**config.mk**
```make
export PLATFORM = sky130hd
export DESIGN_NAME = dac_feature_ctrl
export DESIGN_NICKNAME = d
export VERILOG_FILES = /design/src/dac_ctrl_pkg.sv /design/src/dac_feature_ctrl.sv /design/src/dac_channel.sv /design/src/monitor_mux.sv
export SDC_FILE = /design/constraint.sdc
export NUM_CORES = 1
export LEC_CHECK = 0
export ABC_AREA = 1
export BUFFER_PORTS_ARGS = -buffer_cell sky130_fd_sc_hd__buf_2
export CORE_UTILIZATION = 40
export CTS_CLUSTER_DIAMETER = 120
export DETAILED_ROUTE_END_ITERATION = 7
export HOLD_SLACK_MARGIN = 0.1
export PLACE_DENSITY = 0.64
export SYNTH_ARGS = -nofsm -noshare
export SYNTH_HDL_FRONTEND = slang
export SYNTH_HIERARCHICAL = 1
export SYNTH_SLANG_ARGS = --single-unit
```
**constraint.sdc**
```tcl
create_clock -name ref_clk_i -period 3.5 [get_ports ref_clk_i]
set_clock_uncertainty 0.15 [all_clocks]
set_input_delay 0.35 -clock ref_clk_i [delete_from_list [all_inputs] [get_ports ref_clk_i]]
set_output_delay 0.35 -clock ref_clk_i [all_outputs]
set_load 0.005 [all_outputs]
```
**src/dac_ctrl_pkg.sv**
```systemverilog
// Shared constants and state records of the DAC feature control block
package dac_ctrl_pkg;

  localparam int CH_N        = 16;
  localparam int DW          = 14;
  localparam int AW          = 8;
  localparam int BUSY_CYCLES = 16;

  // Register byte offsets
  localparam logic [AW-1:0] OFS_CTRL   = 8'h00;
  localparam logic [AW-1:0] OFS_WORD   = 8'h04;
  localparam logic [AW-1:0] OFS_MON    = 8'h08;
  localparam logic [AW-1:0] OFS_ACTION = 8'h0c;
  localparam logic [AW-1:0] OFS_STATUS = 8'h10;

  // Command word layout
  localparam int WORD_SEL_LO  = 22;
  localparam int WORD_ADDR_LO = 16;
  localparam logic [1:0] SEL_CTRL   = 2'h0;
  localparam logic [1:0] SEL_DATA_B = 2'h2;
  localparam logic [1:0] SEL_DATA_A = 2'h3;
  localparam logic [3:0] CTRL_ADDR  = 4'hc;

  // Control bit positions, wide (14-bit) and narrow (12-bit) variants
  localparam int W_REF_VSEL = 12;
  localparam int W_REF_INT  = 10;
  localparam int W_THERM_EN = 8;
  localparam int W_TOG_HI   = 3;
  localparam int W_TOG_LO   = 2;
  localparam int N_REF_VSEL = 10;
  localparam int N_REF_INT  = 8;
  localparam int N_THERM_EN = 6;
  localparam int N_TOG_HI   = 1;
  localparam int N_TOG_LO   = 0;
  localparam logic [DW-1:0] CTRL_RESET = 14'h0000;

  // Monitor register and channel addresses
  localparam int MON_EN_BIT = 6;
  localparam logic [5:0] MON_HIZ  = 6'h3f;
  localparam logic [5:0] MON_EXT1 = 6'h20;
  localparam logic [5:0] MON_EXT2 = 6'h21;

  localparam int ACT_SOFT_UP = 0;

  typedef struct packed {
    logic [DW-1:0] a;
    logic [DW-1:0] b;
    logic [DW-1:0] dac;
    logic          dirty;
    logic          phase;
    logic          tog_q;
  } chan_state_s;

  typedef struct packed {
    logic [5:0]    route;
    logic          oe_n;
    logic [DW-1:0] code;
  } mon_state_s;

  typedef struct packed {
    logic [DW-1:0] ctrl;
    logic          mon_en;
    logic [5:0]    mon_addr;
    logic [4:0]    busy_cnt;
    logic          busy_n;
    logic          strb_s1;
    logic          strb_s2;
    logic          strb_s3;
    logic          temp_s1;
    logic          temp_s2;
    logic          shutdown;
    logic          amp_en;
    logic          ref_int;
    logic          ref_high;
    logic          upd;
    logic          wr_a;
    logic          wr_b;
    logic [5:0]    wr_ch;
    logic [DW-1:0] wr_data;
    logic          pready;
    logic          pslverr;
    logic [31:0]   prdata;
  } top_state_s;

endpackage : dac_ctrl_pkg

```
**src/dac_feature_ctrl.sv**
```systemverilog
// Top of the DAC feature control: APB registers, reference, toggle, monitor, thermal
//
// Design decisions made here: register access over APB and the address map.
`timescale 1ns/1ps
module dac_feature_ctrl #(
  parameter int NUM_CH = dac_ctrl_pkg::CH_N,
  parameter bit NARROW = 1'b0
) (
  // Clock and reset
  input  wire logic                                   ref_clk_i,
  input  wire logic                                   reset_n_i,
  // APB slave
  input  wire logic                                   psel_i,
  input  wire logic                                   penable_i,
  input  wire logic                                   pwrite_i,
  input  wire logic [dac_ctrl_pkg::AW-1:0]            paddr_i,
  input  wire logic [31:0]                            pwdata_i,
  output logic      [31:0]                            prdata_o,
  output logic                                        pready_o,
  output logic                                        pslverr_o,
  // Pins
  input  wire logic                                   output_update_strobe_n_i,
  input  wire logic                                   over_temp_i,
  output logic                                        busy_n_o,
  // Analog controls
  output logic                                        ref_internal_o,
  output logic                                        ref_high_o,
  output logic                                        amp_enable_o,
  output logic      [NUM_CH-1:0][dac_ctrl_pkg::DW-1:0] dac_code_o,
  // Monitor pin view
  output logic      [5:0]                             monitor_output_pin_route_o,
  output logic                                        monitor_output_pin_oe_n_o,
  output logic      [dac_ctrl_pkg::DW-1:0]            monitor_output_pin_code_o
);
  import dac_ctrl_pkg::*;

  localparam int GROUPS = (NUM_CH + 7) / 8;

  top_state_s  st;
  top_state_s  next_st;
  logic        access;
  logic        word_ctrl;
  logic [1:0]  word_sel;
  logic [5:0]  word_addr;
  logic        therm_en;
  logic        ref_int_bit;
  logic        ref_vsel_bit;
  logic [1:0]  tog_grp;
  logic [GROUPS-1:0] tog_en;

  ////////////////////////////////////////////////////////////////////////////
  // Control bit decode per variant

  always_comb begin
    therm_en     = NARROW ? st.ctrl[N_THERM_EN] : st.ctrl[W_THERM_EN];
    ref_int_bit  = NARROW ? st.ctrl[N_REF_INT]  : st.ctrl[W_REF_INT];
    ref_vsel_bit = NARROW ? st.ctrl[N_REF_VSEL] : st.ctrl[W_REF_VSEL];
    tog_grp[0]   = NARROW ? st.ctrl[N_TOG_LO]   : st.ctrl[W_TOG_LO];
    tog_grp[1]   = NARROW ? st.ctrl[N_TOG_HI]   : st.ctrl[W_TOG_HI];
  end

  for (genvar g = 0; g < GROUPS; g++) begin : g_grp
    assign tog_en[g] = tog_grp[g];
  end

  ////////////////////////////////////////////////////////////////////////////
  // Register file and control

  assign access    = psel_i && penable_i && !st.pready;
  assign word_sel  = pwdata_i[WORD_SEL_LO+1:WORD_SEL_LO];
  assign word_addr = pwdata_i[WORD_ADDR_LO+5:WORD_ADDR_LO];
  assign word_ctrl = (word_sel == SEL_CTRL) && (word_addr[3:0] == CTRL_ADDR);

  always_comb begin
    next_st         = st;
    next_st.pready  = access;
    next_st.pslverr = 1'b0;
    next_st.wr_a    = 1'b0;
    next_st.wr_b    = 1'b0;
    next_st.upd     = 1'b0;

    // Busy after reset; register writes, soft power-up and strobes are ignored until it ends, reads still answer
    if (!st.busy_n) begin
      next_st.busy_cnt = st.busy_cnt + 5'h01;
      next_st.busy_n   = (32'(st.busy_cnt) == BUSY_CYCLES - 1);
    end

    // Pin synchronisers
    next_st.strb_s1 = output_update_strobe_n_i;
    next_st.strb_s2 = st.strb_s1;
    next_st.strb_s3 = st.strb_s2;
    next_st.temp_s1 = over_temp_i;
    next_st.temp_s2 = st.temp_s1;

    // Falling strobe edge, dropped while busy
    next_st.upd = st.busy_n && st.strb_s3 && !st.strb_s2;

    if (access) begin
      if (pwrite_i) begin
        case (paddr_i)
          OFS_CTRL, OFS_STATUS: ;
          OFS_WORD: begin
            if (st.busy_n) begin
              if (word_ctrl) begin
                next_st.ctrl = pwdata_i[DW-1:0];
              end
              next_st.wr_a    = (word_sel == SEL_DATA_A) && (32'(word_addr) < NUM_CH);
              next_st.wr_b    = (word_sel == SEL_DATA_B) && (32'(word_addr) < NUM_CH);
              next_st.wr_ch   = word_addr;
              next_st.wr_data = pwdata_i[DW-1:0];
            end
          end
          OFS_MON: begin
            if (st.busy_n) begin
              next_st.mon_en   = pwdata_i[MON_EN_BIT];
              next_st.mon_addr = pwdata_i[5:0];
            end
          end
          OFS_ACTION: ;
          default: next_st.pslverr = 1'b1;
        endcase
      end else begin
        case (paddr_i)
          OFS_CTRL:   next_st.prdata = {18'h00000, st.ctrl};
          OFS_WORD:   next_st.prdata = 32'h00000000;
          OFS_MON:    next_st.prdata = {25'h0000000, st.mon_en, st.mon_addr};
          OFS_ACTION: next_st.prdata = 32'h00000000;
          OFS_STATUS: next_st.prdata = {27'h0000000, st.ref_high, st.ref_int,
                                        st.temp_s2, st.shutdown, st.busy_n};
          default: begin
            next_st.prdata  = 32'h00000000;
            next_st.pslverr = 1'b1;
          end
        endcase
      end
    end

    // Thermal latch: clear by soft power-up when cool or by disable
    if (!therm_en) begin
      next_st.shutdown = 1'b0;
    end else if (access && pwrite_i && paddr_i == OFS_ACTION && st.busy_n
                 && pwdata_i[ACT_SOFT_UP] && !st.temp_s2) begin
      next_st.shutdown = 1'b0;
    end
    // Trip wins over any clear in the same cycle
    if (therm_en && st.temp_s2) begin
      next_st.shutdown = 1'b1;
    end

    next_st.amp_en   = !st.shutdown;
    next_st.ref_int  = ref_int_bit;
    next_st.ref_high = ref_vsel_bit;
  end

  always_ff @(posedge ref_clk_i or negedge reset_n_i) begin
    if (!reset_n_i) begin
      st          <= '0;
      st.ctrl     <= CTRL_RESET;
      st.mon_addr <= MON_HIZ;
      st.strb_s1  <= 1'b1;
      st.strb_s2  <= 1'b1;
      st.strb_s3  <= 1'b1;
      st.amp_en   <= 1'b1;
    end else begin
      st <= next_st;
    end
  end

  assign prdata_o       = st.prdata;
  assign pready_o       = st.pready;
  assign pslverr_o      = st.pslverr;
  assign busy_n_o       = st.busy_n;
  assign ref_internal_o = st.ref_int;
  assign ref_high_o     = st.ref_high;
  assign amp_enable_o   = st.amp_en;

  ////////////////////////////////////////////////////////////////////////////
  // Channels and monitor

  for (genvar c = 0; c < NUM_CH; c++) begin : g_ch
    dac_channel u_ch (
      .ref_clk_i   (ref_clk_i),
      .reset_n_i   (reset_n_i),
      .toggle_en_i (tog_en[c/8]),
      .update_i    (st.upd),
      .wr_a_i      (st.wr_a && 32'(st.wr_ch) == c),
      .wr_b_i      (st.wr_b && 32'(st.wr_ch) == c),
      .data_i      (st.wr_data),
      .dac_o       (dac_code_o[c])
    );
  end

  monitor_mux #(.NUM_CH(NUM_CH)) u_mon (
    .ref_clk_i (ref_clk_i),
    .reset_n_i (reset_n_i),
    .enable_i  (st.mon_en),
    .addr_i    (st.mon_addr),
    .codes_i   (dac_code_o),
    .route_o   (monitor_output_pin_route_o),
    .oe_n_o    (monitor_output_pin_oe_n_o),
    .code_o    (monitor_output_pin_code_o)
  );

  ////////////////////////////////////////////////////////////////////////////
  // Checks

  a_ref_follows_ctrl: assert property (@(posedge ref_clk_i) disable iff (!reset_n_i)
    !ref_int_bit |=> !ref_internal_o)
    else $error("Internal reference on without control bit");

  a_ctrl_word_decode: assert property (@(posedge ref_clk_i) disable iff (!reset_n_i)
    access && pwrite_i && paddr_i == OFS_WORD && word_ctrl && busy_n_o
    |=> st.ctrl == $past(pwdata_i[DW-1:0]))
    else $error("Control write not decoded");

  a_thermal_trip: assert property (@(posedge ref_clk_i) disable iff (!reset_n_i)
    therm_en && st.temp_s2 |=> st.shutdown ##1 !amp_enable_o)
    else $error("Amplifiers not powered down on over temperature");

  a_shutdown_holds: assert property (@(posedge ref_clk_i) disable iff (!reset_n_i)
    st.shutdown && therm_en && !(access && pwrite_i && paddr_i == OFS_ACTION)
    |=> st.shutdown)
    else $error("Shutdown released without soft power-up");

  a_busy_blocks_strobe: assert property (@(posedge ref_clk_i) disable iff (!reset_n_i)
    !busy_n_o |=> !st.upd)
    else $error("Strobe taken while busy");

  a_busy_length: assert property (@(posedge ref_clk_i) disable iff (!reset_n_i)
    $rose(busy_n_o) |-> $past(st.busy_cnt) == 5'(BUSY_CYCLES - 1))
    else $error("Busy period has wrong length");

  a_ref_int_on: assert property (@(posedge ref_clk_i) disable iff (!reset_n_i)
    ref_int_bit |=> ref_internal_o)
    else $error("Internal reference not selected by control bit");

  a_ref_voltage: assert property (@(posedge ref_clk_i) disable iff (!reset_n_i)
    1'b1 |=> ref_high_o == $past(ref_vsel_bit))
    else $error("Reference voltage does not follow control bit");

  a_ctrl_write_only: assert property (@(posedge ref_clk_i) disable iff (!reset_n_i)
    !(access && pwrite_i && paddr_i == OFS_WORD && word_ctrl && st.busy_n)
    |=> $stable(st.ctrl))
    else $error("Control bits changed without a control word");

  a_mon_routes_chan: assert property (@(posedge ref_clk_i) disable iff (!reset_n_i)
    st.mon_en && 32'(st.mon_addr) < NUM_CH
    |=> !monitor_output_pin_oe_n_o && monitor_output_pin_route_o == $past(st.mon_addr))
    else $error("Enabled channel address not routed");

  a_mon_code_chan: assert property (@(posedge ref_clk_i) disable iff (!reset_n_i)
    st.mon_en && 32'(st.mon_addr) < NUM_CH
    |=> monitor_output_pin_code_o == $past(dac_code_o[st.mon_addr[$clog2(NUM_CH)-1:0]]))
    else $error("Monitor code is not the routed channel");

  a_mon_ext_input: assert property (@(posedge ref_clk_i) disable iff (!reset_n_i)
    st.mon_en && (st.mon_addr == MON_EXT1 || st.mon_addr == MON_EXT2)
    |=> !monitor_output_pin_oe_n_o)
    else $error("External monitor input not routed");

  a_amp_follows_latch: assert property (@(posedge ref_clk_i) disable iff (!reset_n_i)
    st.shutdown |=> !amp_enable_o)
    else $error("Amplifiers on during shutdown");

  a_soft_up_clears: assert property (@(posedge ref_clk_i) disable iff (!reset_n_i)
    therm_en && access && pwrite_i && paddr_i == OFS_ACTION && st.busy_n
    && pwdata_i[ACT_SOFT_UP] && !st.temp_s2 |=> !st.shutdown)
    else $error("Soft power-up did not clear shutdown");

  a_therm_off_clears: assert property (@(posedge ref_clk_i) disable iff (!reset_n_i)
    !therm_en |=> !st.shutdown)
    else $error("Shutdown kept with thermal monitor off");

  a_busy_writes_ignored: assert property (@(posedge ref_clk_i) disable iff (!reset_n_i)
    !st.busy_n |=> $stable(st.ctrl) && $stable(st.mon_en) && $stable(st.mon_addr))
    else $error("Register write taken while busy");

  a_trip_needs_sync: assert property (@(posedge ref_clk_i) disable iff (!reset_n_i)
    !st.temp_s2 && !st.shutdown |=> !st.shutdown)
    else $error("Shutdown set without synchronised flag");

endmodule : dac_feature_ctrl

```
**src/dac_channel.sv**
```systemverilog
// One DAC channel: A and B input registers, DAC register, toggle phase
`timescale 1ns/1ps
module dac_channel (
  // Clock and reset
  input  wire logic                      ref_clk_i,
  input  wire logic                      reset_n_i,
  // Control
  input  wire logic                      toggle_en_i,
  input  wire logic                      update_i,
  input  wire logic                      wr_a_i,
  input  wire logic                      wr_b_i,
  input  wire logic [dac_ctrl_pkg::DW-1:0] data_i,
  // Output
  output logic      [dac_ctrl_pkg::DW-1:0] dac_o
);
  import dac_ctrl_pkg::*;

  chan_state_s st;
  chan_state_s next_st;

  always_comb begin
    next_st = st;
    if (update_i) begin
      if (toggle_en_i) begin
        next_st.dac   = st.phase ? st.b : st.a;
        next_st.phase = ~st.phase;
        next_st.dirty = 1'b0;
      end else if (st.dirty) begin
        next_st.dac   = st.a;
        next_st.dirty = 1'b0;
      end
    end
    // A write landing with a strobe still counts for the next strobe
    if (wr_a_i) begin
      next_st.a     = data_i;
      next_st.dirty = 1'b1;
    end
    if (wr_b_i && toggle_en_i) begin
      next_st.b = data_i;
    end
    if (!toggle_en_i) begin
      next_st.phase = 1'b0;
    end
    if (st.tog_q && !toggle_en_i) begin
      next_st.dirty = 1'b1;
    end
    next_st.tog_q = toggle_en_i;
  end

  always_ff @(posedge ref_clk_i or negedge reset_n_i) begin
    if (!reset_n_i) begin
      st <= '0;
    end else begin
      st <= next_st;
    end
  end

  assign dac_o = st.dac;

  a_b_write_blocked: assert property (@(posedge ref_clk_i) disable iff (!reset_n_i)
    wr_b_i && !toggle_en_i |=> $stable(st.b))
    else $error("B register changed with toggle disabled");

  a_toggle_first_a: assert property (@(posedge ref_clk_i) disable iff (!reset_n_i)
    update_i && toggle_en_i && !st.phase |=> dac_o == $past(st.a) ##0 st.phase)
    else $error("First toggle strobe did not load A");

  a_clean_keeps_dac: assert property (@(posedge ref_clk_i) disable iff (!reset_n_i)
    update_i && !toggle_en_i && !st.dirty |=> $stable(dac_o))
    else $error("DAC refreshed without a new write");

endmodule : dac_channel

```
**src/monitor_mux.sv**
```systemverilog
// Monitor multiplexer: routes one channel or external input to the monitor pin
`timescale 1ns/1ps
module monitor_mux #(
  parameter int NUM_CH = dac_ctrl_pkg::CH_N
) (
  // Clock and reset
  input  wire logic                                   ref_clk_i,
  input  wire logic                                   reset_n_i,
  // Selection
  input  wire logic                                   enable_i,
  input  wire logic [5:0]                             addr_i,
  input  wire logic [NUM_CH-1:0][dac_ctrl_pkg::DW-1:0] codes_i,
  // Monitor pin view
  output logic      [5:0]                             route_o,
  output logic                                        oe_n_o,
  output logic      [dac_ctrl_pkg::DW-1:0]            code_o
);
  import dac_ctrl_pkg::*;

  mon_state_s st;
  mon_state_s next_st;
  logic       is_chan;
  logic       is_ext;

  always_comb begin
    is_chan       = 32'(addr_i) < NUM_CH;
    is_ext        = (addr_i == MON_EXT1) || (addr_i == MON_EXT2);
    next_st       = st;
    next_st.route = addr_i;
    next_st.code  = is_chan ? codes_i[addr_i[$clog2(NUM_CH)-1:0]] : '0;
    // Pin floats unless enabled and pointed at a real source
    next_st.oe_n  = !enable_i || (addr_i == MON_HIZ) || !(is_chan || is_ext);
  end

  always_ff @(posedge ref_clk_i or negedge reset_n_i) begin
    if (!reset_n_i) begin
      st <= '{route: MON_HIZ, oe_n: 1'b1, code: '0};
    end else begin
      st <= next_st;
    end
  end

  assign route_o = st.route;
  assign oe_n_o  = st.oe_n;
  assign code_o  = st.code;

  a_mon_disabled_hiz: assert property (@(posedge ref_clk_i) disable iff (!reset_n_i)
    !enable_i |=> oe_n_o)
    else $error("Monitor drives while disabled");

  a_mon_reserved_hiz: assert property (@(posedge ref_clk_i) disable iff (!reset_n_i)
    enable_i && addr_i == MON_HIZ |=> oe_n_o && route_o == MON_HIZ)
    else $error("Reserved monitor address did not float the pin");

endmodule : monitor_mux

```
==> results of run 1 <==
where the power goes:
| part | total [mW] | leakage, nW | switching [mW] | internal (mW) |
|---|---|---|---|---|
| clock | 9.74 | 1.51 | 4.02 | 5.71 |
| combinational | 0.398 | 11.7 | 0.309 | 0.0886 |
| sequential | 9.48 | 11.3 | 0.0334 | 9.45 |
repair_timing:
item,in CTS,in global routing
setup buffers,0,0
hold buffers,40,0
endpoints found under the hold margin,241,0
sequential cells by signal, summed over array words and instances (netlist names):
signal and count:
amp_enable_o 1, busy_n_o 1, g_ch.u_ch/dac_o 224, g_ch.u_ch/st 496, next_st 5, prdata_o 14
pready_o 1, pslverr_o 1, ref_high_o 1, ref_internal_o 1, st 50, u_mon/code_o 14
u_mon/oe_n_o 1, u_mon/route_o 6
layer usage:
| layer | part of all wire | vias up | wire (microns) |
|---|---|---|---|
| met1 | 0.44 | 15300 | 55100 |
| met2 | 0.44 | 1161 | 54600 |
| met4 | 0.037 | 0 | 4670 |
| li1 | - | 15100 | - |
| met3 | 0.083 | 195 | 10400 |
| met5 | 0 | - | 0 |
synth_stat cells, types with 2 or more instances:
cell / instances
o21ai_1: 17
buf_4: 281
o21ai_2: 36
a21oi_1: 259
buf_8: 16
nand2_2: 2
buf_2: 124
xnor2_1: 2
inv_2: 5
dfrtp_1: 799
nor2_8: 17
ha_1: 2
nand2_4: 34
nor2_1: 304
inv_1: 632
nor3_2: 3
o21ai_0: 259
buf_6: 58
nand3_1: 367
nand3_2: 161
clkbuf_1: 23
dfstp_2: 17
nor2_2: 3
buf_1: 2
or2_2: 3
nor2_4: 21
nand2_1: 1502
worst max path at each step:
| stage | to | startpoint | depth (start not counted) | slack [ps] |
|---|---|---|---|---|
| CTS | st[54]$_DFF_PN0_ | paddr_i[0] | 9 | 780 |
| global route | st[54]$_DFF_PN0_ | paddr_i[0] | 9 | 550 |
| detailed placement | u_mon/code_o[7]$_DFF_PN0_ | st[72]$_DFFE_PN1P_ | 9 | 930 |
| floorplan | g_ch[0].u_ch/dac_o[10]$_DFFE_PN0P_ | st[56]$_DFF_PN0_ | 5 | 1130 |
| finish | st[54]$_DFF_PN0_ | paddr_i[0] | 9 | 700 |
| global placement | u_mon/code_o[4]$_DFF_PN0_ | st[72]$_DFFE_PN1P_ | 9 | 920 |
cells by family (layout without fill, tap and decap cells):
kind of cell	count (synthesis)	count (layout)	synth area share
buffers and inverters	1141	1212	0.149
and+or+nand+nor	2421	2421	0.276
other	1	18	0.0000917
AOI/OAI and AO/OA	571	571	0.0732
adders and majority gates	2	2	0.000612
DFF	816	816	0.500
xor gates and xnor gates	3	3	0.000642
final cells by class:
type                    instances  area (sq um)
repair buffers                407          2610
flip-flops and latches        816         20500
clock buffers                 139          2790
well taps                    1357          1700
clock inverters                29           239
inverters                     637          2390
multi-input cells            3015         14400
fillers                      9869         56100
through the flow:
stage               setup slack, ps  utilization
CTS                             776        0.443
detailed placement              932        0.409
global route                    549        0.443
finish                          696        0.443
floorplan                      1130            -
global placement                916        0.409
critical path: cells and delay by family:
kind	cells	cell delay, ps
buffers and inverters	4	1860
AND/OR/NAND/NOR	5	1010
==> qor.yml, run 1 <==
final_antenna_net_count: 0
grtUsageMet3: 0.0501
die_area_sq_um: 104000
setup_tns_ps: 0
slew_viol_final: 0
worst_slew_pin_slew_ps: 1260
crit_fanout: 40
final_cell_mix: "nand2_1 (1502), dfrtp_1 (782), inv_1 (631)"
syn2layout_area_growth_pct: 9.10
die_h_microns: 322
whs_ps: 141
first_iter_violations: 2985
antenna_found_initial: 4
numCtsBuffers: 92
grt_overflow_total: 0
grt_usage: 0.240
synth_top_cell_by_area: "dfrtp_1"
finalNonFillerCells: 6400
hold_depth: 8
synth_top_area_frac: 0.489
finalHoldViolations: 0
drive_gt1_frac: 0.166
rsz0062_at_grt: "false"
status: "complete, no violations"
grt_pass1_vias: 29700
cts_resized: 0
first_pass_iters: 5
drc: 0
relSlewSlack: 0.160
finalSetupViolations: 0
slowest_delay_ps: 620
synth-edff-count: 0
setup.worst_path.end_class: "flop"
synth-seq-area-share: 0.500
start_kind: "input port"
clk_latency_ps: 660
min_to: "prdata_o[6]$_DFFE_PN0P_"
coreArea_sq_um: 101000
reg2reg_to: "u_mon/code_o[7]$_DFF_PN0_"
routed_wl_mm: 125
syn-cell-area_sq_um: 40900
synth_seq_cells: 816
finalNetCount: 5018
min_path_type: "input port to flop"
grt_first_pass_wirelength_mm: 188
r2r-start: "st[72]$_DFFE_PN1P_"
avgSynthCellArea_sq_um: 8.26
fmax_mhz: 357
clkTransAtPathRegs_ps: 60
arrival_ps: 3230
leakage_nw: 24.5
grtUsageMet2: 0.355
ys_async_sr_fraction: 1.00
synth-warning-count: 6
critPathRequiredTime_ps: 3920
reg2reg_slack_ps: 840
holdCritStartpoint: "paddr_i[1]"
via_per_inst: 4.96
grt.busiest_layer: "met2"
synth_cells: 4955
ys_types: 33
vias: 31700
rows: 116
synth_ff_type: "dfrtp_1"
fin_crit_sh: 0.801
stdcell_area_sq_um: 44600
wl_per_cell_microns: 19.5
io_buffer_count: 301
htree_levels: 3
r2r_cells: 9
cts_tree: "yes"
path_class: "input port to flop"
cts-root-buf: "clkbuf_16"
placed_cell_area_sq_um: 41200
grt_start_max_net_pins: 116
irDropWorstVdd_mv: 0.322
max-cap-violations: 0
pin_count: 330
crit_path_top_delay_cell: "dlygate4sd3_1"
timing.final.crit_period_ps: 2800
synth_area_leaders: "dfrtp_1 (49%), nand2_1 (14%), inv_1 (5.8%)"
dp_hpwl_mm: 81.0
grt_util_met1: 0.343
antenna_cells: 0
start_util: 0.406
cp_cell_sequence: "dlygate4sd3_1, buf_2, nor2_4, dlygate4sd3_1, nand3_2, nor2_8, nand2_2, nor3_2, dlygate4sd3_1"
cts_num_sinks: 816
total_power_mw: 19.6
clockBufferDepth: 3
die_x_microns: 322
cp_common_cell: "dlygate4sd3_1"
layout_commonest_cell: "nand2_1"
power_density_nw_per_um2: 439
placed_cells: 6192
place.gp.congestion: 0.886
(Power assumes the default switching activity.)
==> inputs of run 2 (changes only) <==
ABC_AREA = 0   (was 1)
PLACE_DENSITY = 0.67   (was 0.64)
clock period = 2.49 ns   (was 3.5 ns; I/O delays follow)
==> run 2 against run 1 <==
Against the previous run: hold slack worse by 9.6 ps; clock-buffer cell count fell by 10; combinational power is 41% higher; cell count down 35%; die area shrank 11%; setup slack got worse by 580 ps; via count down 32%; critical path type unchanged; critical endpoint unchanged; largest power group unchanged; highest routed layer is now met5.
==> qor.yml, run 2 <==
status: "complete, no violations"  # unchanged
slew_viol_final: 0  # unchanged
syn2layout_area_growth_pct: 13.0  # was 9.10%
rsz0062_at_grt: "false"  # unchanged
arrival_ps: 2790  # was 3230 ps
relSlewSlack: 0.279  # was 0.160
finalHoldViolations: 0  # unchanged
wl_per_cell_microns: 23.2  # was 19.5 microns
max-cap-violations: 0  # unchanged
synth_top_area_frac: 0.550  # was 0.489
dpl_worst_slack_ps: 182  # was 932 ps
fmax_mhz: 422
layout_commonest_cell: "dfrtp_1"  # was nand2_1
ys_async_sr_fraction: 1.00  # unchanged
synth_area_leaders: "dfrtp_1 (55%), mux2_2 (15%), mux2i_1 (7.9%)"  # was dfrtp_1 (49%), nand2_1 (14%), inv_1 (5.8%)
power_density_nw_per_um2: 663  # was 439 nW/um^2
via_per_inst: 5.17  # was 4.96
fin_crit_sh: 0.953
die_x_microns: 303  # was 322 microns
first_iter_violations: 1440  # was 2985
synth_commonest_cells: "dfrtp_1 (799), mux2_2 (490), mux2i_1 (286)"  # was nand2_1 (1502), dfrtp_1 (799), inv_1 (632)
synth_ff_type: "dfrtp_1"  # unchanged
final_antenna_net_count: 0  # unchanged
numCtsBuffers: 85  # was 92
avgSynthCellArea_sq_um: 13.1  # was 8.26 sq um
cts_tree: "yes"  # unchanged
start_util: 0.404  # was 0.406
pin_count: 330  # unchanged
setup_slack_ps: 118  # was 696 ps
setup_tns_ps: 0  # unchanged
place.gp.congestion: 0.829  # was 0.886
timing.final.crit_period_ps: 2370
finalSetupViolations: 0  # unchanged
synth-xor-area-share: 0.00458  # was 0.000642
rows: 110  # was 116
start_kind: "input port"  # unchanged
total_power_mw: 27.2  # was 19.6 mW
crit_fanout: 22  # was 40
grt_first_pass_wirelength_mm: 144  # was 188 mm
io_buffer_count: 301  # unchanged
synth-warning-count: 6  # unchanged
irDropWorstVdd_mv: 0.400  # was 0.322 mV
synth_seq_cells: 816  # unchanged
syn-cell-area_sq_um: 36300  # was 40900 sq um
ys_types: 53  # was 33
synth_compound_area_frac: 0.0570  # was 0.0732
min_path_type: "input port to async pin"  # was input port to flop
synth_most_common_cell: "dfrtp_1"  # was nand2_1
antenna_found_initial: 4  # unchanged
synth_fa_ha_area_frac: 0.000689  # was 0.000612
synth_top_cell_by_area: "dfrtp_1"  # unchanged
synth-seq-area-share: 0.563  # was 0.500
first_pass_iters: 5  # unchanged
placed_cell_area_sq_um: 37600  # was 41200 sq um
setup.worst_path.end_class: "flop"  # unchanged
synth_top_family_by_area: "multiplexers"  # was simple AND/OR/NAND/NOR gates
fillers: 8180  # was 9869
synthMuxAreaShare: 0.248  # was 0
clk_latency_ps: 640  # was 660 ps
stdcell_area_sq_um: 41100  # was 44600 sq um
finalNetCount: 2986  # was 5018
htree_levels: 3  # unchanged
drc: 0  # unchanged
cts-root-buf: "clkbuf_16"  # unchanged
worst_slew_pin_slew_ps: 1080  # was 1260 ps
vias: 21700  # was 31700
top_register: "g_ch.u_ch/st"  # unchanged
grt_usage: 0.212  # was 0.240
critPathRequiredTime_ps: 2910  # was 3920 ps
grt_start_max_net_pins: 110  # was 116
final_cell_mix: "dfrtp_1 (796), mux2_2 (490), buf_2 (300)"  # was nand2_1 (1502), dfrtp_1 (782), inv_1 (631)
clkTransAtPathRegs_ps: 60  # about the same
synth_cells: 2771  # was 4955
die_h_microns: 303  # was 322 microns
drive_gt1_frac: 0.379  # was 0.166
grt_overflow_total: 0  # unchanged
routed_wl_mm: 97.1  # was 125 mm
postCtsSetupBuffers: 0  # unchanged
path_class: "input port to flop"  # unchanged
synth-edff-count: 0  # unchanged
r2r_cells: 4  # was 9
cts_num_sinks: 816  # unchanged
dp_hpwl_mm: 65.6  # was 81.0 mm
yosys.area_share.simple: 0.0447  # was 0.276
coreArea_sq_um: 90000  # was 101000 sq um
die_area_sq_um: 92000  # was 104000 sq um
leakage_nw: 21.3  # was 24.5 nW
clockBufferDepth: 3  # unchanged
grt_pass1_vias: 21700  # was 29700
largest_reg_flops: 496  # unchanged
==> run 2: area by class of cell <==
| type | instances | area, sq um | area share |
|---|---|---|---|
| timing repair buffer | 444 | 3020 | 0.0736 |
| sequential | 816 | 20400 | 0.498 |
| tap | 1176 | 1470 | 0.0358 |
| antenna | 6 | 15.0 | 0.000366 |
| inverter | 35 | 131 | 0.00320 |
| clock buffer | 129 | 2540 | 0.0620 |
| multi-input combinational | 1555 | 13000 | 0.316 |
| clock inverter | 29 | 447 | 0.0109 |
==> run 2: worst paths after layout <==
check | end | start | slack, ps
worst max-delay path | st[54]$_DFF_PN0_ | paddr_i[5] | 120
worst min-delay path | g_ch[1].u_ch/dac_o[12]$_DFFE_PN0P_ | reset_n_i | 130
worst max register to register | g_ch[8].u_ch/st[18]$_DFFE_PN0P_ | st[48]$_DFFE_PN0P_ | 160
worst min register to register | st[61]$_DFF_PN0_ | next_st[61]$_DFF_PN0_ | 210
max in group asynchronous | st[74]$_DFFE_PN1P_ | reset_n_i | 1250
min in group ref_clk_i | pslverr_o$_DFF_PN0_ | paddr_i[0] | 150
==> run 2: kinds of logic (layout without fill, tap and decap cells) <==
| kind of cell | after synthesis | after routing |
|---|---|---|
| AO/OA/AOI/OAI | 351 | 351 |
| buffers and inverters | 417 | 637 |
| other | 1 | 24 |
| multiplexers | 804 | 804 |
| XOR/XNOR | 19 | 19 |
| flip-flops | 816 | 816 |
| adder cells (fa/ha/maj) | 2 | 2 |
| AND/OR/NAND/NOR | 361 | 361 |
==> run 2: per-stage QoR <==
stage / hold slack (ps) / util / instances
3_5_place_dp: -37.4 / 0.418 / 3984
5_1_grt: 171 / 0.456 / 4184
6_report: 131 / 0.456 / 4190
4_1_cts: 120 / 0.456 / 4184
3_3_place_gp: -37.8 / 0.418 / 3984
2_1_floorplan: -197 / - / 2788
==> run 2: power by group <==
| group | internal, mW | leakage, nW | total (mW) | switching, mW |
|---|---|---|---|---|
| clock | 8.03 | 1.47 | 13.4 | 5.35 |
| combinational | 0.154 | 8.54 | 0.562 | 0.408 |
| sequential | 13.3 | 11.3 | 13.3 | 0.0146 |
| total | 21.5 | 21.3 | 27.2 | 5.77 |
==> run 2: timing repair <==
action	CTS	global route
endpoints found under the setup margin	0	1
endpoints found under the hold margin	860	0
hold buffers	42	0
gates resized for setup	0	4
==> run 2: per-layer routing <==
metal,share of wire,up-vias,track usage
met4,0.038,4,0.0875
met3,0.045,160,0.0311
met5,0.00026,-,0
met1,0.44,11200,0.291
met2,0.47,521,0.335
li1,-,9777,-
==> run 2: worst max-delay path: stages <==
cell           delay (ps)
dlygate4sd3_1         530
buf_2                 130
nor3_1                130
dlygate4sd3_1         640
nand4_4               150
buf_12                200
nor3_1                170
dlygate4sd3_1         570
==> inputs of run 3 (changes only) <==
CORE_ASPECT_RATIO = 0.6   (was not set)
==> run 3 against run 2 <==
Against the previous run: combinational power up 5.3%; first-iteration DRC count increased by 21%; via count rose by 2.9%; hold slack improved by 77 ps; flip-flop and latch count unchanged; clock-buffer cell count down 16; non-clock buffer count rose by 30; core utilization up 0.055 points; clock power fell by 6%; fmax down 3.7%; wire length rose by 4.4%.
==> qor.yml, run 3 (synthesis results as in run 2) <==
rows: 85  # was 110
postCtsSetupBuffers: 0  # unchanged
finalNetCount: 3010  # was 2986
dp_hpwl_mm: 68.9  # was 65.6 mm
clockBufferDepth: 3  # unchanged
start_util: 0.405  # was 0.404
pin_count: 330  # unchanged
syn2layout_area_growth_pct: 12.8  # was 13.0%
antenna_found_initial: 2  # was 4
holdCritStartpoint: "next_st[64]$_DFF_PN1_"
min_path_type: "flop to flop"  # was input port to async pin
fmax_mhz: 406  # was 422 MHz
coreArea_sq_um: 89800  # was 90000 sq um
finalHoldViolations: 0  # unchanged
wl_per_cell_microns: 23.9  # was 23.2 microns
numCtsBuffers: 79  # was 85
place.gp.congestion: 0.851  # was 0.829
grt_pass1_vias: 22200  # was 21700
routed_wl_mm: 101  # was 97.1 mm
layout_commonest_cell: "dfrtp_1"  # unchanged
power_density_nw_per_um2: 645  # was 663 nW/um^2
critPathRequiredTime_ps: 2950  # was 2910 ps
status: "complete, no violations"  # unchanged
finalNonFillerCells: 4241  # was 4190
cts_tree: "yes"  # unchanged
relSlewSlack: 0.231  # was 0.279
grt_overflow_total: 0  # unchanged
leakage_nw: 21.3  # about the same
max-cap-violations: 0  # unchanged
grt_first_pass_wirelength_mm: 151  # was 144 mm
finalSetupViolations: 0  # unchanged
timing.final.crit_period_ps: 2460  # was 2370 ps
htree_levels: 3  # unchanged
path_class: "input port to flop"  # unchanged
r2r-start: "st[72]$_DFFE_PN1P_"  # was st[48]$_DFFE_PN0P_
worst_slew_pin_slew_ps: 1150  # was 1080 ps
final_antenna_net_count: 0  # unchanged
crit_fanout: 7  # was 22
setup.worst_path.end_class: "flop"  # unchanged
total_power_mw: 26.5  # was 27.2 mW
cts_num_sinks: 816  # unchanged
top_register: "g_ch.u_ch/st"  # unchanged
stdcell_area_sq_um: 41000  # was 41100 sq um
fin_crit_sh: 0.989  # was 0.953
cts-root-buf: "clkbuf_16"  # unchanged
clkTransAtPathRegs_ps: 70  # was 60 ps
start_kind: "input port"  # unchanged
setup_tns_ps: 0  # unchanged
io_buffer_count: 301  # unchanged
slew_viol_final: 0  # unchanged
vias: 22300  # was 21700
placed_cell_area_sq_um: 37800  # was 37600 sq um
first_pass_iters: 5  # unchanged
largest_reg_flops: 496  # unchanged
grt_usage: 0.222  # was 0.212
irDropWorstVdd_mv: 0.429  # was 0.400 mV
final_cell_mix: "dfrtp_1 (796), mux2_2 (490), buf_2 (300)"  # unchanged
antenna_cells: 0  # was 6
clk_latency_ps: 690  # was 640 ps
die_area_sq_um: 92100  # was 92000 sq um
placed_cells: 4050  # was 3984
drive_gt1_frac: 0.381  # was 0.379
die_x_microns: 391  # was 303 microns
die_h_microns: 235  # was 303 microns
arrival_ps: 2920  # was 2790 ps
drc: 0  # unchanged
fillers: 8121  # was 8180
grt_start_max_net_pins: 92  # was 110
via_per_inst: 5.26  # was 5.17
first_iter_violations: 1742  # was 1440
critPathLaunch: "paddr_i[3]"  # was paddr_i[5]
run 3: changes by cell type in the layout (fill, tap and decap cells not counted), sizes merged:
cell / delta
diode: -6
buf: +25
inv: +1
clkinvlp: +1
dlygate4sd3: +5
bufinv: -2
clkinv: +1
clkbuf: -16
run 3: repair_timing:
item	in CTS	in global routing
endpoints found under the hold margin	839	1
endpoints found under the setup margin	0	4
hold buffers	49	1
gates resized for setup	0	3
run 3: power breakdown:
| group | leakage, nW | switching (mW) | total, mW | internal, mW |
|---|---|---|---|---|
| clock | 1.32 | 5.45 | 12.6 | 7.13 |
| sequential | 11.3 | 0.0148 | 13.3 | 13.3 |
| combinational | 8.67 | 0.424 | 0.592 | 0.168 |
run 3: layer usage:
layer | routed length (microns) | up-vias | track usage
met5 | 0 | - | 0
met3 | 6470 | 163 | 0.0509
met1 | 48200 | 11700 | 0.334
met2 | 43400 | 622 | 0.313
li1 | - | 9821 | -
met4 | 3320 | 0 | 0.0736
run 3: worst max-delay path, cell delays in order:
cell and delay (ps):
dlygate4sd3_1 550, buf_2 160, or3b_4 400, dlygate4sd3_1 630
nor4_4 480, mux2_2 450
run 3: per-stage QoR:
| step | hold slack (ps) | setup slack [ps] | utilization |
|---|---|---|---|
| after floorplan | -197 | 237 | - |
| after global routing | 192 | -0.480 | 0.457 |
| after CTS | 108 | 59.2 | 0.457 |
| after detailed placement | 82.2 | 122 | 0.421 |
| after global placement | 82.7 | 144 | 0.421 |
| final | 209 | 26.9 | 0.457 |
run 3: final timing paths:
path / end / slack (ps) / depth (start not counted)
setup / recovery: st[72]$_DFFE_PN1P_ / 30 / 6
hold / removal: next_st[63]$_DFF_PN1_ / 210 / 0
setup reg to reg: u_mon/code_o[13]$_DFF_PN0_ / 120 / 4
hold reg to reg: next_st[63]$_DFF_PN1_ / 210 / 0
max in group asynchronous: g_ch[7].u_ch/st[29]$_DFFE_PN0P_ / 1330 / 4
min in group asynchronous: g_ch[0].u_ch/st[37]$_DFFE_PN0P_ / 260 / 3
run 3: area by class of cell:
class | count | area (sq um) | area share
clock buffer | 113 | 2250 | 0.0550
clock inverter | 30 | 442 | 0.0108
inverter | 35 | 131 | 0.00320
multi-input combinational | 1555 | 13000 | 0.316
sequential | 816 | 20400 | 0.499
tap | 1218 | 1520 | 0.0372
timing repair buffer | 474 | 3220 | 0.0786
